==> config.mk <==
export PLATFORM = sky130hd
export DESIGN_NAME = palette_host_port_shift_clock
export DESIGN_NICKNAME = d
export VERILOG_FILES = /design/src/design/palette_port_pkg.sv /design/src/design/palette_host_port_shift_clock.sv
export SDC_FILE = /design/constraint.sdc
export NUM_CORES = 1
export LEC_CHECK = 0
export ABC_AREA = 0
export BUFFER_PORTS_ARGS = -buffer_cell sky130_fd_sc_hd__buf_2
export CAP_MARGIN = 20
export CORE_MARGIN = 2
export CORE_UTILIZATION = 49
export CTS_BUF_LIST = sky130_fd_sc_hd__clkbuf_2 sky130_fd_sc_hd__clkbuf_4 sky130_fd_sc_hd__clkbuf_8
export DETAILED_ROUTE_END_ITERATION = 12
export PLACE_DENSITY = 0.83
export SETUP_SLACK_MARGIN = 0.02
export SLEW_MARGIN = 20
export SYNTH_ARGS = -nofsm -noshare
export SYNTH_HDL_FRONTEND = slang
export SYNTH_SLANG_ARGS = --single-unit
==> constraint.sdc <==
create_clock -name mclk -period 2.7 [get_ports mclk]
set_clock_uncertainty 0.15 [all_clocks]
set_input_delay 0.54 -clock mclk [delete_from_list [all_inputs] [get_ports mclk]]
set_output_delay 0.54 -clock mclk [all_outputs]
set_load 0.05 [all_outputs]
==> src/design/palette_port_pkg.sv <==
// Purpose: shared constants and carrier types for the palette host port
// Assumes: one clock mclk at 40 MHz, inputs synchronous to it
// Notes:   register-select codes follow the device register map
package palette_port_pkg;
   localparam logic [3:0] SEL_HOLD    = 4'h1;
   localparam logic [3:0] SEL_GENCTRL = 4'h8;
   localparam logic [3:0] SEL_MUXCTRL = 4'hB;
   localparam logic [7:0] MUX_PASSTHRU = 8'h2D;
   localparam int         GC_BIT_HI    = 3;
   localparam int         GC_BIT_LO    = 2;
   localparam logic [7:0] GENCTRL_RST  = 8'h00;
   localparam logic [7:0] MUXCTRL_RST  = 8'h00;
   localparam logic [7:0] VIDEO_CLOCK_OUT_DIV_RST = 8'h01;
   localparam logic [7:0] SCLK_DIV_RST = 8'h01;
   localparam int         LOW_SHIFT    = 2;

   typedef struct packed {
      logic       rdStrobe_n;
      logic       wrStrobe_n;
      logic [3:0] register_select_bus;
      logic       wideMode;
   } host_ctl_type;

   typedef enum logic [2:0] {
      SC_IDLE  = 3'b001,
      SC_RUN   = 3'b010,
      SC_EXTRA = 3'b100
   } sclk_state_type;
endpackage

==> src/design/palette_host_port_shift_clock.sv <==
// Purpose: host strobe port, 8/6 data conversion and shift clock control
// Assumes: strobes and flags sampled on mclk; dot clock is mclk itself
// Notes:   palette RAM and full register map live outside this block
module palette_host_port_shift_clock #(
   parameter int DIV_W = 8
) (
   input  wire logic                        mclk,
   input  wire logic                        arst_n,
   input  wire palette_port_pkg::host_ctl_type hostCtl,
   input  wire logic [7:0]                  dataIn,
   output      logic [7:0]                  dataOut,
   output      logic                        dataOe,
   output      logic                        writeStrobe,
   output      logic [7:0]                  dacData,
   input  wire logic [7:0]                  holdValue,
   input  wire logic [DIV_W-1:0]            sclkDivisor,
   input  wire logic [DIV_W-1:0]            vclkDivisor,
   input  wire logic                        blank_n,
   input  wire logic                        passthrough_blank_in,
   input  wire logic                        split_nibble_flag_in,
   input  wire logic [7:0]                  pixelBus,
   input  wire logic [7:0]                  passBus,
   output      logic                        shiftClock,
   output      logic                        video_clock_out,
   output      logic                        mux_mode_indicator,
   output      logic [7:0]                  pixelOut,
   output      logic [7:0]                  generalControl
);
   logic [7:0] muxControl, next_generalControl, next_muxControl;
   logic       rdPrev, wrPrev, next_dataOe, next_writeStrobe;
   logic [7:0] next_dataOut, next_dacData;
   logic       passMode, splitEn, nibbleEn, blanking;

   // 8/6 conversion toward the DAC
   function automatic logic [7:0] toDac(input logic [7:0] d, input logic wide);
      toDac = wide ? d : (d << palette_port_pkg::LOW_SHIFT);
   endfunction

   assign passMode = (muxControl == palette_port_pkg::MUX_PASSTHRU);
   assign splitEn  = !generalControl[palette_port_pkg::GC_BIT_HI]
                   &&  generalControl[palette_port_pkg::GC_BIT_LO];
   assign nibbleEn =  generalControl[palette_port_pkg::GC_BIT_HI]
                   && !generalControl[palette_port_pkg::GC_BIT_LO];
   assign blanking = passMode ? !passthrough_blank_in : !blank_n;

   // host port
   always_comb begin
      next_generalControl = generalControl;
      next_muxControl     = muxControl;
      next_dataOe         = !hostCtl.rdStrobe_n;
      next_dataOut        = dataOut;
      next_writeStrobe    = 1'b0;
      next_dacData        = dacData;
      if (rdPrev && !hostCtl.rdStrobe_n) begin
         if (hostCtl.register_select_bus == palette_port_pkg::SEL_HOLD) begin
            // six-bit reads mask the two msbs
            next_dataOut = hostCtl.wideMode ? holdValue
                         : {2'b00, holdValue[5:0]};
         end else if (hostCtl.register_select_bus == palette_port_pkg::SEL_GENCTRL) begin
            next_dataOut = generalControl;
         end else if (hostCtl.register_select_bus == palette_port_pkg::SEL_MUXCTRL) begin
            next_dataOut = muxControl;
         end else begin
            next_dataOut = 8'h00;
         end
      end
      if (!wrPrev && hostCtl.wrStrobe_n) begin
         next_writeStrobe = 1'b1;
         if (hostCtl.register_select_bus == palette_port_pkg::SEL_HOLD) begin
            next_dacData = toDac(dataIn, hostCtl.wideMode);
         end else if (hostCtl.register_select_bus == palette_port_pkg::SEL_GENCTRL) begin
            next_generalControl = dataIn;
         end else if (hostCtl.register_select_bus == palette_port_pkg::SEL_MUXCTRL) begin
            next_muxControl = dataIn;
         end
      end
   end

   always_ff @(posedge mclk or negedge arst_n) begin
      if (!arst_n) begin
         generalControl <= palette_port_pkg::GENCTRL_RST;
         muxControl     <= palette_port_pkg::MUXCTRL_RST;
         rdPrev         <= 1'b1;
         wrPrev         <= 1'b1;
         dataOe         <= 1'b0;
         dataOut        <= 8'h00;
         writeStrobe    <= 1'b0;
         dacData        <= 8'h00;
      end else begin
         generalControl <= next_generalControl;
         muxControl     <= next_muxControl;
         rdPrev         <= hostCtl.rdStrobe_n;
         wrPrev         <= hostCtl.wrStrobe_n;
         dataOe         <= next_dataOe;
         dataOut        <= next_dataOut;
         writeStrobe    <= next_writeStrobe;
         dacData        <= next_dacData;
      end
   end

   // clocks, flag and pixels
   palette_port_pkg::sclk_state_type scState, next_scState;
   logic [DIV_W-1:0] scCount, next_scCount, vcCount, next_vcCount;
   logic next_shiftClock, next_video_clock_out, flagPrev, nibbleHigh, next_nibbleHigh;
   logic next_mux_mode_indicator;
   logic [7:0] next_pixelOut;
   logic flagRise;

   assign flagRise = split_nibble_flag_in && !flagPrev;

   always_comb begin
      next_scState = scState;
      next_scCount = scCount;
      next_shiftClock = shiftClock;
      // video clock: half period of vclkDivisor mclk cycles
      next_vcCount = vcCount + DIV_W'(1);
      next_video_clock_out = video_clock_out;
      if (vcCount + DIV_W'(1) >= vclkDivisor) begin
         next_vcCount = '0;
         next_video_clock_out = !video_clock_out;
      end
      case (scState)
         palette_port_pkg::SC_IDLE: begin
            next_shiftClock = 1'b0;
            next_scCount = '0;
            if (blanking && splitEn && flagRise) begin
               next_scState = palette_port_pkg::SC_EXTRA;
            end else if (!blanking) begin
               next_scState = palette_port_pkg::SC_RUN;
            end
         end
         palette_port_pkg::SC_RUN: begin
            next_scCount = scCount + DIV_W'(1);
            if (scCount + DIV_W'(1) >= sclkDivisor) begin
               next_scCount = '0;
               next_shiftClock = !shiftClock;
            end
            if (blanking) begin
               next_shiftClock = 1'b0;
               next_scState = palette_port_pkg::SC_IDLE;
            end
         end
         palette_port_pkg::SC_EXTRA: begin
            // one full high-then-low shift clock cycle
            next_scCount = scCount + DIV_W'(1);
            if (scCount + DIV_W'(1) >= sclkDivisor) begin
               next_scCount = '0;
               next_shiftClock = !shiftClock;
               if (shiftClock) begin
                  next_scState = palette_port_pkg::SC_IDLE;
               end
            end
         end
         default: next_scState = palette_port_pkg::SC_IDLE;
      endcase
      // edges taken from next values above, so no loop through a separate net
      next_nibbleHigh = (nibbleEn && video_clock_out && !next_video_clock_out)
                      ? split_nibble_flag_in : nibbleHigh;
      next_pixelOut = pixelOut;
      if (passMode) begin
         next_pixelOut = passBus;
      end else if (!shiftClock && next_shiftClock) begin
         if (nibbleEn) begin
            next_pixelOut = nibbleHigh ? {4'h0, pixelBus[7:4]}
                          : {4'h0, pixelBus[3:0]};
         end else begin
            next_pixelOut = pixelBus;
         end
      end
      next_mux_mode_indicator = !passMode;
   end

   always_ff @(posedge mclk or negedge arst_n) begin
      if (!arst_n) begin
         scState            <= palette_port_pkg::SC_IDLE;
         scCount            <= '0;
         vcCount            <= '0;
         shiftClock         <= 1'b0;
         video_clock_out    <= 1'b0;
         flagPrev           <= 1'b0;
         nibbleHigh         <= 1'b0;
         pixelOut           <= 8'h00;
         mux_mode_indicator <= 1'b1;
      end else begin
         scState            <= next_scState;
         scCount            <= next_scCount;
         vcCount            <= next_vcCount;
         shiftClock         <= next_shiftClock;
         video_clock_out    <= next_video_clock_out;
         flagPrev           <= split_nibble_flag_in;
         nibbleHigh         <= next_nibbleHigh;
         pixelOut           <= next_pixelOut;
         mux_mode_indicator <= next_mux_mode_indicator;
      end
   end

   property p_rd_drives;
      @(posedge mclk) disable iff (!arst_n)
         $fell(hostCtl.rdStrobe_n) |=> dataOe;
   endproperty
   a_rd_drives: assert property (p_rd_drives) else $error("read not driven");
   property p_wr_rise;
      @(posedge mclk) disable iff (!arst_n)
         $rose(hostCtl.wrStrobe_n) |=> writeStrobe;
   endproperty
   a_wr_rise: assert property (p_wr_rise) else $error("write not captured");
   property p_blank_off;
      @(posedge mclk) disable iff (!arst_n)
         (blanking && scState == palette_port_pkg::SC_RUN) |=> !shiftClock;
   endproperty
   a_blank_off: assert property (p_blank_off) else $error("sclk during blank");
   property p_mux_ind;
      @(posedge mclk) disable iff (!arst_n) passMode |=> !mux_mode_indicator;
   endproperty
   a_mux_ind: assert property (p_mux_ind) else $error("indicator high in pass mode");
   property p_pass;
      @(posedge mclk) disable iff (!arst_n) passMode |=> pixelOut == $past(passBus);
   endproperty
   a_pass: assert property (p_pass) else $error("pass bus not used");
   property p_extra;
      @(posedge mclk) disable iff (!arst_n)
         (scState == palette_port_pkg::SC_IDLE && blanking && splitEn && flagRise)
         |=> scState == palette_port_pkg::SC_EXTRA;
   endproperty
   a_extra: assert property (p_extra) else $error("no extra sclk");
   property p_low_dac;
      @(posedge mclk) disable iff (!arst_n)
         (writeStrobe && dacData != $past(dacData) && !$past(hostCtl.wideMode))
         |-> dacData[1:0] == 2'b00;
   endproperty
   a_low_dac: assert property (p_low_dac) else $error("low bits not zero");
   property p_low_read;
      @(posedge mclk) disable iff (!arst_n)
         ($fell(hostCtl.rdStrobe_n) && !hostCtl.wideMode
          && hostCtl.register_select_bus == palette_port_pkg::SEL_HOLD)
         |=> dataOut[7:6] == 2'b00;
   endproperty
   a_low_read: assert property (p_low_read) else $error("msbs not masked");
endmodule

==> results.md, run 1 <==
Outcome:
- The flow ran to the end, but the final reports show violations.
- The checks that failed: negative setup slack.

Timing:
- Setup repair after global routing could not meet its margin everywhere.
- At the pin with the least slew margin, the transition time is 0.620 ns.
- Measured against its own limit, the worst slew margin works out to 58.7%.
- For the final routed database, the setup TNS stands at -0.374 ns.
- Setup violations remaining at the end of the flow were counted as 8.
- The number of max-slew violations in the final report came to 0.
- The smallest clock period supported by the final layout is computed as about 2.8 ns.
- The worst path setup slack after routing is -0.0603 ns.
- The achievable clock frequency is roughly 360 MHz.
- The hold violation total from the final report is 0.
- After layout, the worst path uses 102% of the clock period.

Layout:
- Relative to the synthesized area, the layout overhead comes to 33.6%.
- The share of final-layout standard cells stronger than drive strength 1 is approximately two fifths.
- The top cell types in the final layout, fill and taps aside, are 96 x buf_2, 63 x dfrtp_1, 40 x nand2_1, 25 x inv_1, 21 x mux2_2.
- The net total in the final layout is 551.
- The number of standard cells in the final layout excluding fillers is just under 600.
- Summing all non-filler instances in the final layout gives an area of 0.00481 mm2.
- The most common cell after layout, fill and taps aside is buf_2.

Placed design:
- The area of placed instances is 0.00432 mm2.
- The global placer's final weighted congestion is 0.848.
- The half-perimeter wire length after placement is 6330 um.
- The count of buffers added on input and output ports is between 90 and 100.
- The cell total after placement is about 550.

Clocking:
- The clock net in this run drives a total of 68 sinks.
- Clock tree synthesis inserted a total of 9 buffers.
- The cell at the root of the clock tree is clkbuf_8.
- The clock passes through at most 2 buffers.
- Clock-pin slew was measured on the worst setup and hold paths at ~0.070 ns.
- For the worst-skew pair, the clock arrives at the later sink with an insertion delay of about 0.34 ns.
- The TritonCTS clock tree is built.
- The total number of H-tree levels is 3.

GRT:
- The number of global-route vias before repair is 3035.
- The leftover overflow at the end of global routing is 0.
- The global-route usage over all layers is 21.2%.
- The wire length of the first global-routing pass is roughly 14000 um.
- Entering global routing, the biggest net connects 47 pins.
- The number of antenna violations at the first check in global routing was 1.

Synth:
- The unique cell type count in the Yosys netlist is 42.
- The number of cells produced by synthesis is around 350.
- Yosys attributes the largest share of cell area to dfrtp_1 44%, mux2_2 6.6%, ha_1 6.3%.
- The Yosys step of the flow raised 0 warnings.
- Summed over all instances, the cell type with the most area after synthesis is dfrtp_1.
- Sequential cells were found to cover 47.4% of the synthesized design area.
- The number of nets in the synthesized netlist is roughly 430.
- Summed over its instances, the top area cell type makes up between 40% and 50% of the synthesized netlist area.
- Synthesis inferred 68 register bits.
- Averaged over all synthesized cells, the footprint is 10.2 um2.
- The synthesized area is 0.00360 mm2.

Setup path:
- Setup slack on the worst reg-to-reg path comes out at -0.06 ns.
- The slowest cell on the critical path is dfrtp_1.
- STA classifies the critical path startpoint as a flop.
- The worst register-to-register path begins at scCount[0].
- The worst setup path is of the reg -> reg kind.
- For the worst setup path, the data required time is 2.77 ns.
- The cell family contributing the most delay on the critical path is adder cells.
- In this run the worst path has a maximum fanout of 4.
- The arrival time reported for the critical path endpoint is about 2.8 ns.
- For this run, the slowest stage of the critical path takes approximately 0.38 ns.
- In this run the worst setup path terminates at pixelOut[1].
- The critical path startpoint is scCount[0].
- Together, buffers and inverters on the worst path number 2.
- The signal on the critical path passes through buf_4 > ha_1 > nand3_2 > nor2_1 > xor2_1 > ha_1 > nand2_4 > nor2_4 > a31oi_4 > a2111oi_4 > buf_4 > mux2i_1 > o21ai_1.
- The end of the worst register-to-register path is pixelOut[1].
- Measured in cells, the most critical reg-to-reg path has a length of 13.
- STA classifies the critical path endpoint as a flop.
- In this run the number of cells on the critical path is 13.

Flow run:
- The tool flagged a number of max-cap violations equal to 0.

Detailed routing:
- After detailed routing, the number of remaining DRC violations is 0.
- After detailed routing, the total wire length is 8790 um.
- The number of routed nets with antenna violations is 0.
- The wire length per cell after detailed routing is 15.2 um.
- The routed layout has 3047 vias.
- The via count normalized by instance count is 5.27.
- After the first detailed-routing iteration, the DRC count stood at 199.
- The first TritonRoute pass finished after 5 iterations.

Power:
- The total net switching power is approximately 0.0013 W.
- IR analysis of the VDD net gives a maximum drop of 526 uV.
- The total design power is 0.00356 W.
- Of the total power, combinational logic draws 34.3%.
- The leakage power of the design is 2.42 nW.
- Dividing total power by cell area gives a power density of between 700 and 800 mW/mm2.
- The internal power summed over all cells is 0.00228 W.
- The share of total power in sequential cells is 38.6%.
- The switching share of power is 35.9%.
- The clock network is responsible for between 20% and 30% of the overall power.

Die:
- The floorplan row count is 31.
- During I/O placement, the number of pins put on the boundary was 97.
- The die width is 89.7 um.
- The die covers 0.00805 mm2.
- The core footprint is 0.00718 mm2.
- The height of the die is approximately 90 um.
- For this configuration, the core starts out at a cell density of between 50% and 60%.

Worst hold path:
- The worst hold path class is in -> async.
what timing repair did:
action	4_1_cts	5_1_grt
gates cloned	0	1
hold buffers	0	0
pin swaps	2	14
hold endpoints to repair	0	0
setup buffers	1	5
endpoints found under the setup margin	12	26
resized for setup	2	33
kinds of logic (layout without fill, tap and decap cells):
kind of cell    after synthesis  after routing  share of synthesized area (%)
fa+ha+maj                    18             18                           6.25
compound gates               75             75                           13.7
xor+xnor                     13             13                           3.16
buf+inv                      33            157                           3.47
simple gates                113            114                           16.0
flops                        68             68                           47.4
mux                          33             33                           10.0
other cells                   0              1                              0
cell type report:
| type | instances | area [um2] |
|---|---|---|
| antenna | 1 | 2.50 |
| clock inverter | 4 | 70.1 |
| fill | 556 | 2360 |
| tap | 99 | 124 |
| timing repair buffer | 116 | 651 |
| inverter | 25 | 93.8 |
| clock buffer | 12 | 165 |
| multi-input combinational | 253 | 2000 |
| sequential | 68 | 1710 |
synth_stat cells:
master,number
a2111o_1,2
a2111oi_4,1
a211oi_1,1
a21o_1,4
a21oi_1,17
a221o_1,4
a22o_1,2
a22oi_1,6
a31o_2,1
a31oi_1,3
a32oi_1,2
and2_1,5
and3_1,4
buf_1,2
buf_2,1
clkbuf_1,5
dfrtp_1,64
dfstp_2,4
ha_1,18
inv_1,25
mux2_2,21
mux2_4,1
mux2i_1,11
nand2_1,44
nand2b_1,12
nand3_1,11
nand4_1,1
nand4b_1,1
nor2_1,22
nor2b_1,7
nor3_1,1
nor3b_1,1
nor4_4,1
nor4b_2,1
nor4b_4,1
nor4bb_1,1
o21a_1,2
o21ai_0,26
o21bai_1,2
o22ai_1,2
xnor2_1,6
xor2_1,7
how the worst min path moves through the flow:
stage | from | end | slack, ns | cells past startpoint
floorplan | arst_n | dacData[0] | 0.09 | 0
global placement | dacData[1] | dacData[1] | 0.31 | 2
detailed placement | dacData[3] | dacData[3] | 0.32 | 2
CTS | arst_n | video_clock_out | 0.04 | 1
global route | arst_n | pixelOut[2] | 0.07 | 1
finish | arst_n | video_clock_out | 0.04 | 1
power groups by stage:
stage / clock network (W) / logic [W] / registers, W
after detailed placement: 0 / 0.00111 / 0.00137
after floorplan: 0 / 0.000558 / 0.00160
after global placement: 0 / 0.00107 / 0.00136
after CTS: 0.000978 / 0.00114 / 0.00135
final: 0.000964 / 0.00122 / 0.00137
after global routing: 0.00103 / 0.00133 / 0.00140
per-stage QoR:
stage / hold slack [ns] / utilization (%) / setup slack (ns)
finish: 0.0362 / 67.1 / -0.0603
global route: 0.0710 / 67.1 / -0.191
CTS: 0.0445 / 63.8 / -0.0748
detailed placement: 0.319 / 60.2 / -0.165
global placement: 0.310 / 60.2 / -0.0508
floorplan: 0.0944 / - / -0.178
sequential cells by signal, indices dropped and copies added (netlist names):
signal / flops
scState: 3
vcCount: 8
rdPrev: 1
dataOut: 8
mux_mode_indicator: 1
pixelOut: 8
muxControl: 8
generalControl: 8
writeStrobe: 1
shiftClock: 1
nibbleHigh: 1
dacData: 8
dataOe: 1
scCount: 8
wrPrev: 1
flagPrev: 1
video_clock_out: 1
routing by layer:
| metal | GRT usage, % | wire length (um) | up-vias | part of all wire (%) |
|---|---|---|---|---|
| met2 | 34.8 | 4410 | 107 | 50 |
| met4 | 10.4 | 284 | 0 | 3.2 |
| met3 | 3.77 | 437 | 27 | 5.0 |
| li1 | - | - | 1469 | - |
| met5 | 0 | 0 | - | 0 |
| met1 | 27.1 | 3660 | 1444 | 42 |
Note: power is estimated with default switching activity, not from simulation.
==> run 2, diff against run 1 <==
SETUP_SLACK_MARGIN = default   (was 0.02)
==> run 2 against run 1 <==
The run now ends clean. Core utilization fell by 1.4 points. Count of clock-buffer cells in the layout unchanged. Combinational power about the same. Critical path depth unchanged. Sequential power about the same. Global-route usage unchanged. Die area is the same. Wire length down 4.1%. Clock power about the same. Critical path type unchanged. Critical endpoint unchanged. Largest power group unchanged.
==> results.md, run 2 (synthesis gave the netlist of run 1 again) <==
Timing:
- The number of max-slew violations in the final report is 0 (unchanged).
- The worst path setup slack after routing is 0.0106 ns (+0.0708 ns).
- The count of endpoints failing setup in the final report is 0 (-8).
- The remaining max-slew budget at the tightest pin was 63.1% (+4.4 points).
- The achievable clock frequency came to 372 MHz (+2.6%).
- Setup repair after global routing could not meet its margin everywhere.
- The post-layout minimum cycle time came to 2.69 ns (-0.0708 ns).
- The final period utilization is 99.6% (-2.6 points).
- The transition time at the pin with the least slew margin was 0.554 ns (-0.0661 ns).
- The hold violation total from the final report is 0 (unchanged).

Setup path:
- The critical path class is reg -> reg.
- The dominant cell type by count on the critical path is buf_4.
- The number of buffer and inverter instances along the worst setup path was 2 (unchanged).
- The arrival time reported for the critical path endpoint is 2.76 ns (-0.07 ns).
- The critical path's largest stage delay was 0.35 ns (-0.03 ns).
- The data required time at the worst endpoint is 2.77 ns (about the same).
- The end of the worst register-to-register path is pixelOut[1].
- The maximum fanout count along the critical path came to 4 (unchanged).
- The worst setup path is launched from a flop.
- The worst reg-to-reg path cell count came to 13 (unchanged).
- The worst-case register-to-register setup slack is 0.01 ns (+0.07 ns).
- The cell family contributing the most delay on the critical path is compound AO/OA/AOI/OAI gates.
- Walking the worst path, the cells encountered are buf_4 > ha_2 > nand3_2 > nor2_1 > xor2_1 > ha_1 > nand2_4 > o21ai_4 > a31oi_4 > a2111oi_4 > buf_4 > mux2i_1 > o21ai_1.
- In this run the critical register-to-register path is launched from scCount[1].
- The slowest cell on the critical path is dfrtp_1.
- STA classifies the critical path endpoint as a flop.

Placed design:
- The global placer's final weighted congestion is 0.848 (unchanged).
- The area of placed instances is 0.00432 mm2 (unchanged).
- The worst slack at placement is -0.165 ns (unchanged).
- The half-perimeter wire length after placement is 6330 um (unchanged).
- The count of buffers from port buffering is 96 (unchanged).

Detailed routing:
- The count of vias placed by the detailed router is 3032 (-0.49%).
- The via count normalized by instance count is 5.26 (-0.15%).
- The detailed-route DRC error count is 0 (unchanged).
- The number of design-rule violations left by the first detailed-router iteration was 185 (-7.0%).
- The wire length per cell after detailed routing was 14.6 um (-3.8%).
- The number of routed nets with antenna violations is 0 (unchanged).
- The detailed-routing iteration count for the pre-antenna-repair pass is 4 (-1).
- The wire length after detailed routing was 8430 um (-4.1%).

Die:
- The starting density of the core is 50.2% (unchanged).
- The full die area was 0.00805 mm2 (unchanged).
- The die width was 89.7 um (unchanged).
- The core footprint is 0.00718 mm2 (unchanged).
- The total I/O pin count is 97 (unchanged).
- The height of the die is 89.7 um (unchanged).
- The floorplan row count is 31 (unchanged).

GRT:
- The number of global-route vias before repair is 3035 (unchanged).
- The global-route usage over all layers is 21.2% (unchanged).
- The leftover overflow at the end of global routing came to 0 (unchanged).
- The pin count of the biggest net entering global routing came to 47 (unchanged).
- The wire length of the first global-routing pass was 13900 um (unchanged).
- The number of antenna violations at the first check in global routing is 1 (unchanged).

Layout:
- The register area is 0.00171 mm2 (unchanged).
- The share of final-layout standard cells stronger than drive strength 1 was 39.1% (-1.5 points).
- The area of all placed cells without fillers is 0.00471 mm2 (-2.0%).
- The area growth from synthesis to layout is 30.9%.
- The net total in the final layout came to 549 (-0.36%).
- Leaving out fill and tap cells, the most frequent cell in the layout is buf_2.
- The number of filler instances in the final layout is 572 (+2.9%).
- In the layout the commonest cells are 96 x buf_2, 63 x dfrtp_1, 42 x nand2_1, 25 x inv_1.
- The area used by multi-input combinational logic is 0.00192 mm2 (-4.1%).

Clocking:
- The clock latency of the later-clocked register in the worst-skew pair was 0.34 ns (about the same).
- The maximum root-to-sink buffer count is 2 (unchanged).
- The post-CTS clock slew at the launch and capture registers of the worst setup and hold paths is 0.07 ns (about the same).
- The CTS buffer count was 9 (unchanged).
- In this run the clock root is driven by a clkbuf_8.
- The sink count of the clock tree came to 68 (unchanged).
- The TritonCTS clock tree is built.
- The total number of H-tree levels is 3 (unchanged).

Power:
- The leakage power of the design is 2.38 nW (-1.5%).
- The worst ir drop on vdd is 568 uV (+8.0%).
- The areal power density over the cells was 749 mW/mm2 (+1.4%).

Flow run:
- The max capacitance violation total is 0 (unchanged).

Worst hold path:
- The worst hold path class is in -> async.

Outcome:
- The run finished with clean final reports.
[run 2: cell types whose count changed in the layout (fill, tap and decap cells not counted), moves of 2 or more]
| cell | before | now |
|---|---|---|
| buf_6 | 2 | 0 |
| nand2_1 | 40 | 42 |
| nand2b_1 | 10 | 12 |
| nand2b_4 | 2 | 0 |
[run 2: layer usage]
metal	share of wire, %	track usage, %	vias to the layer above	routed length [um]
met5	0	0	-	0
met4	3.0	10.4	0	250
met3	3.9	3.77	21	327
met2	50	34.8	75	4200
met1	43	27.1	1467	3650
li1	-	-	1469	-
[run 2: worst max-delay path by stage]
stage,from,to,slack (ns),depth (start not counted)
global route,scCount[1],pixelOut[1],-0.11,13
global placement,scCount[0],pixelOut[1],-0.05,12
detailed placement,scCount[0],pixelOut[1],-0.16,12
CTS,scCount[4],pixelOut[1],-0.07,12
finish,scCount[1],pixelOut[1],0.01,13
floorplan,scCount[4],pixelOut[4],-0.18,11
[run 2: final cells by class]
| type | count | share of cell area [%] |
|---|---|---|
| well taps | 99 | 2.63 |
| diodes | 1 | 0.0531 |
| repair buffers | 115 | 13.5 |
| flip-flops and latches | 68 | 36.2 |
| clock buffers | 12 | 3.50 |
| inverters | 25 | 1.99 |
| clock inverters | 4 | 1.49 |
| multi-input cells | 252 | 40.6 |
[run 2: per-stage QoR]
step	utilization [%]	hold slack [ns]	instances	TNS, ns	total power, W
after global routing	65.7	0.0703	576	-0.861	0.00373
final	65.7	0.0393	576	0	0.00353
after floorplan	-	0.0944	353	-0.818	0.00216
after global placement	60.2	0.310	554	-0.345	0.00243
after detailed placement	60.2	0.319	554	-1.07	0.00248
after CTS	63.8	0.0445	571	-0.550	0.00347
[run 2: timing repair]
| item | 4_1_cts | 5_1_grt |
|---|---|---|
| endpoints found under the setup margin | 10 | 24 |
| hold buffers | 0 | 0 |
| pin swaps | 2 | 7 |
| gates resized for setup | 2 | 20 |
| buffers inserted | 1 | 4 |
[run 2: power breakdown]
part	switching, W	leakage, nW	internal, W
clock network	0.000368	0.122	0.000593
logic	0.000728	1.38	0.000471
registers	0.000170	0.884	0.00120
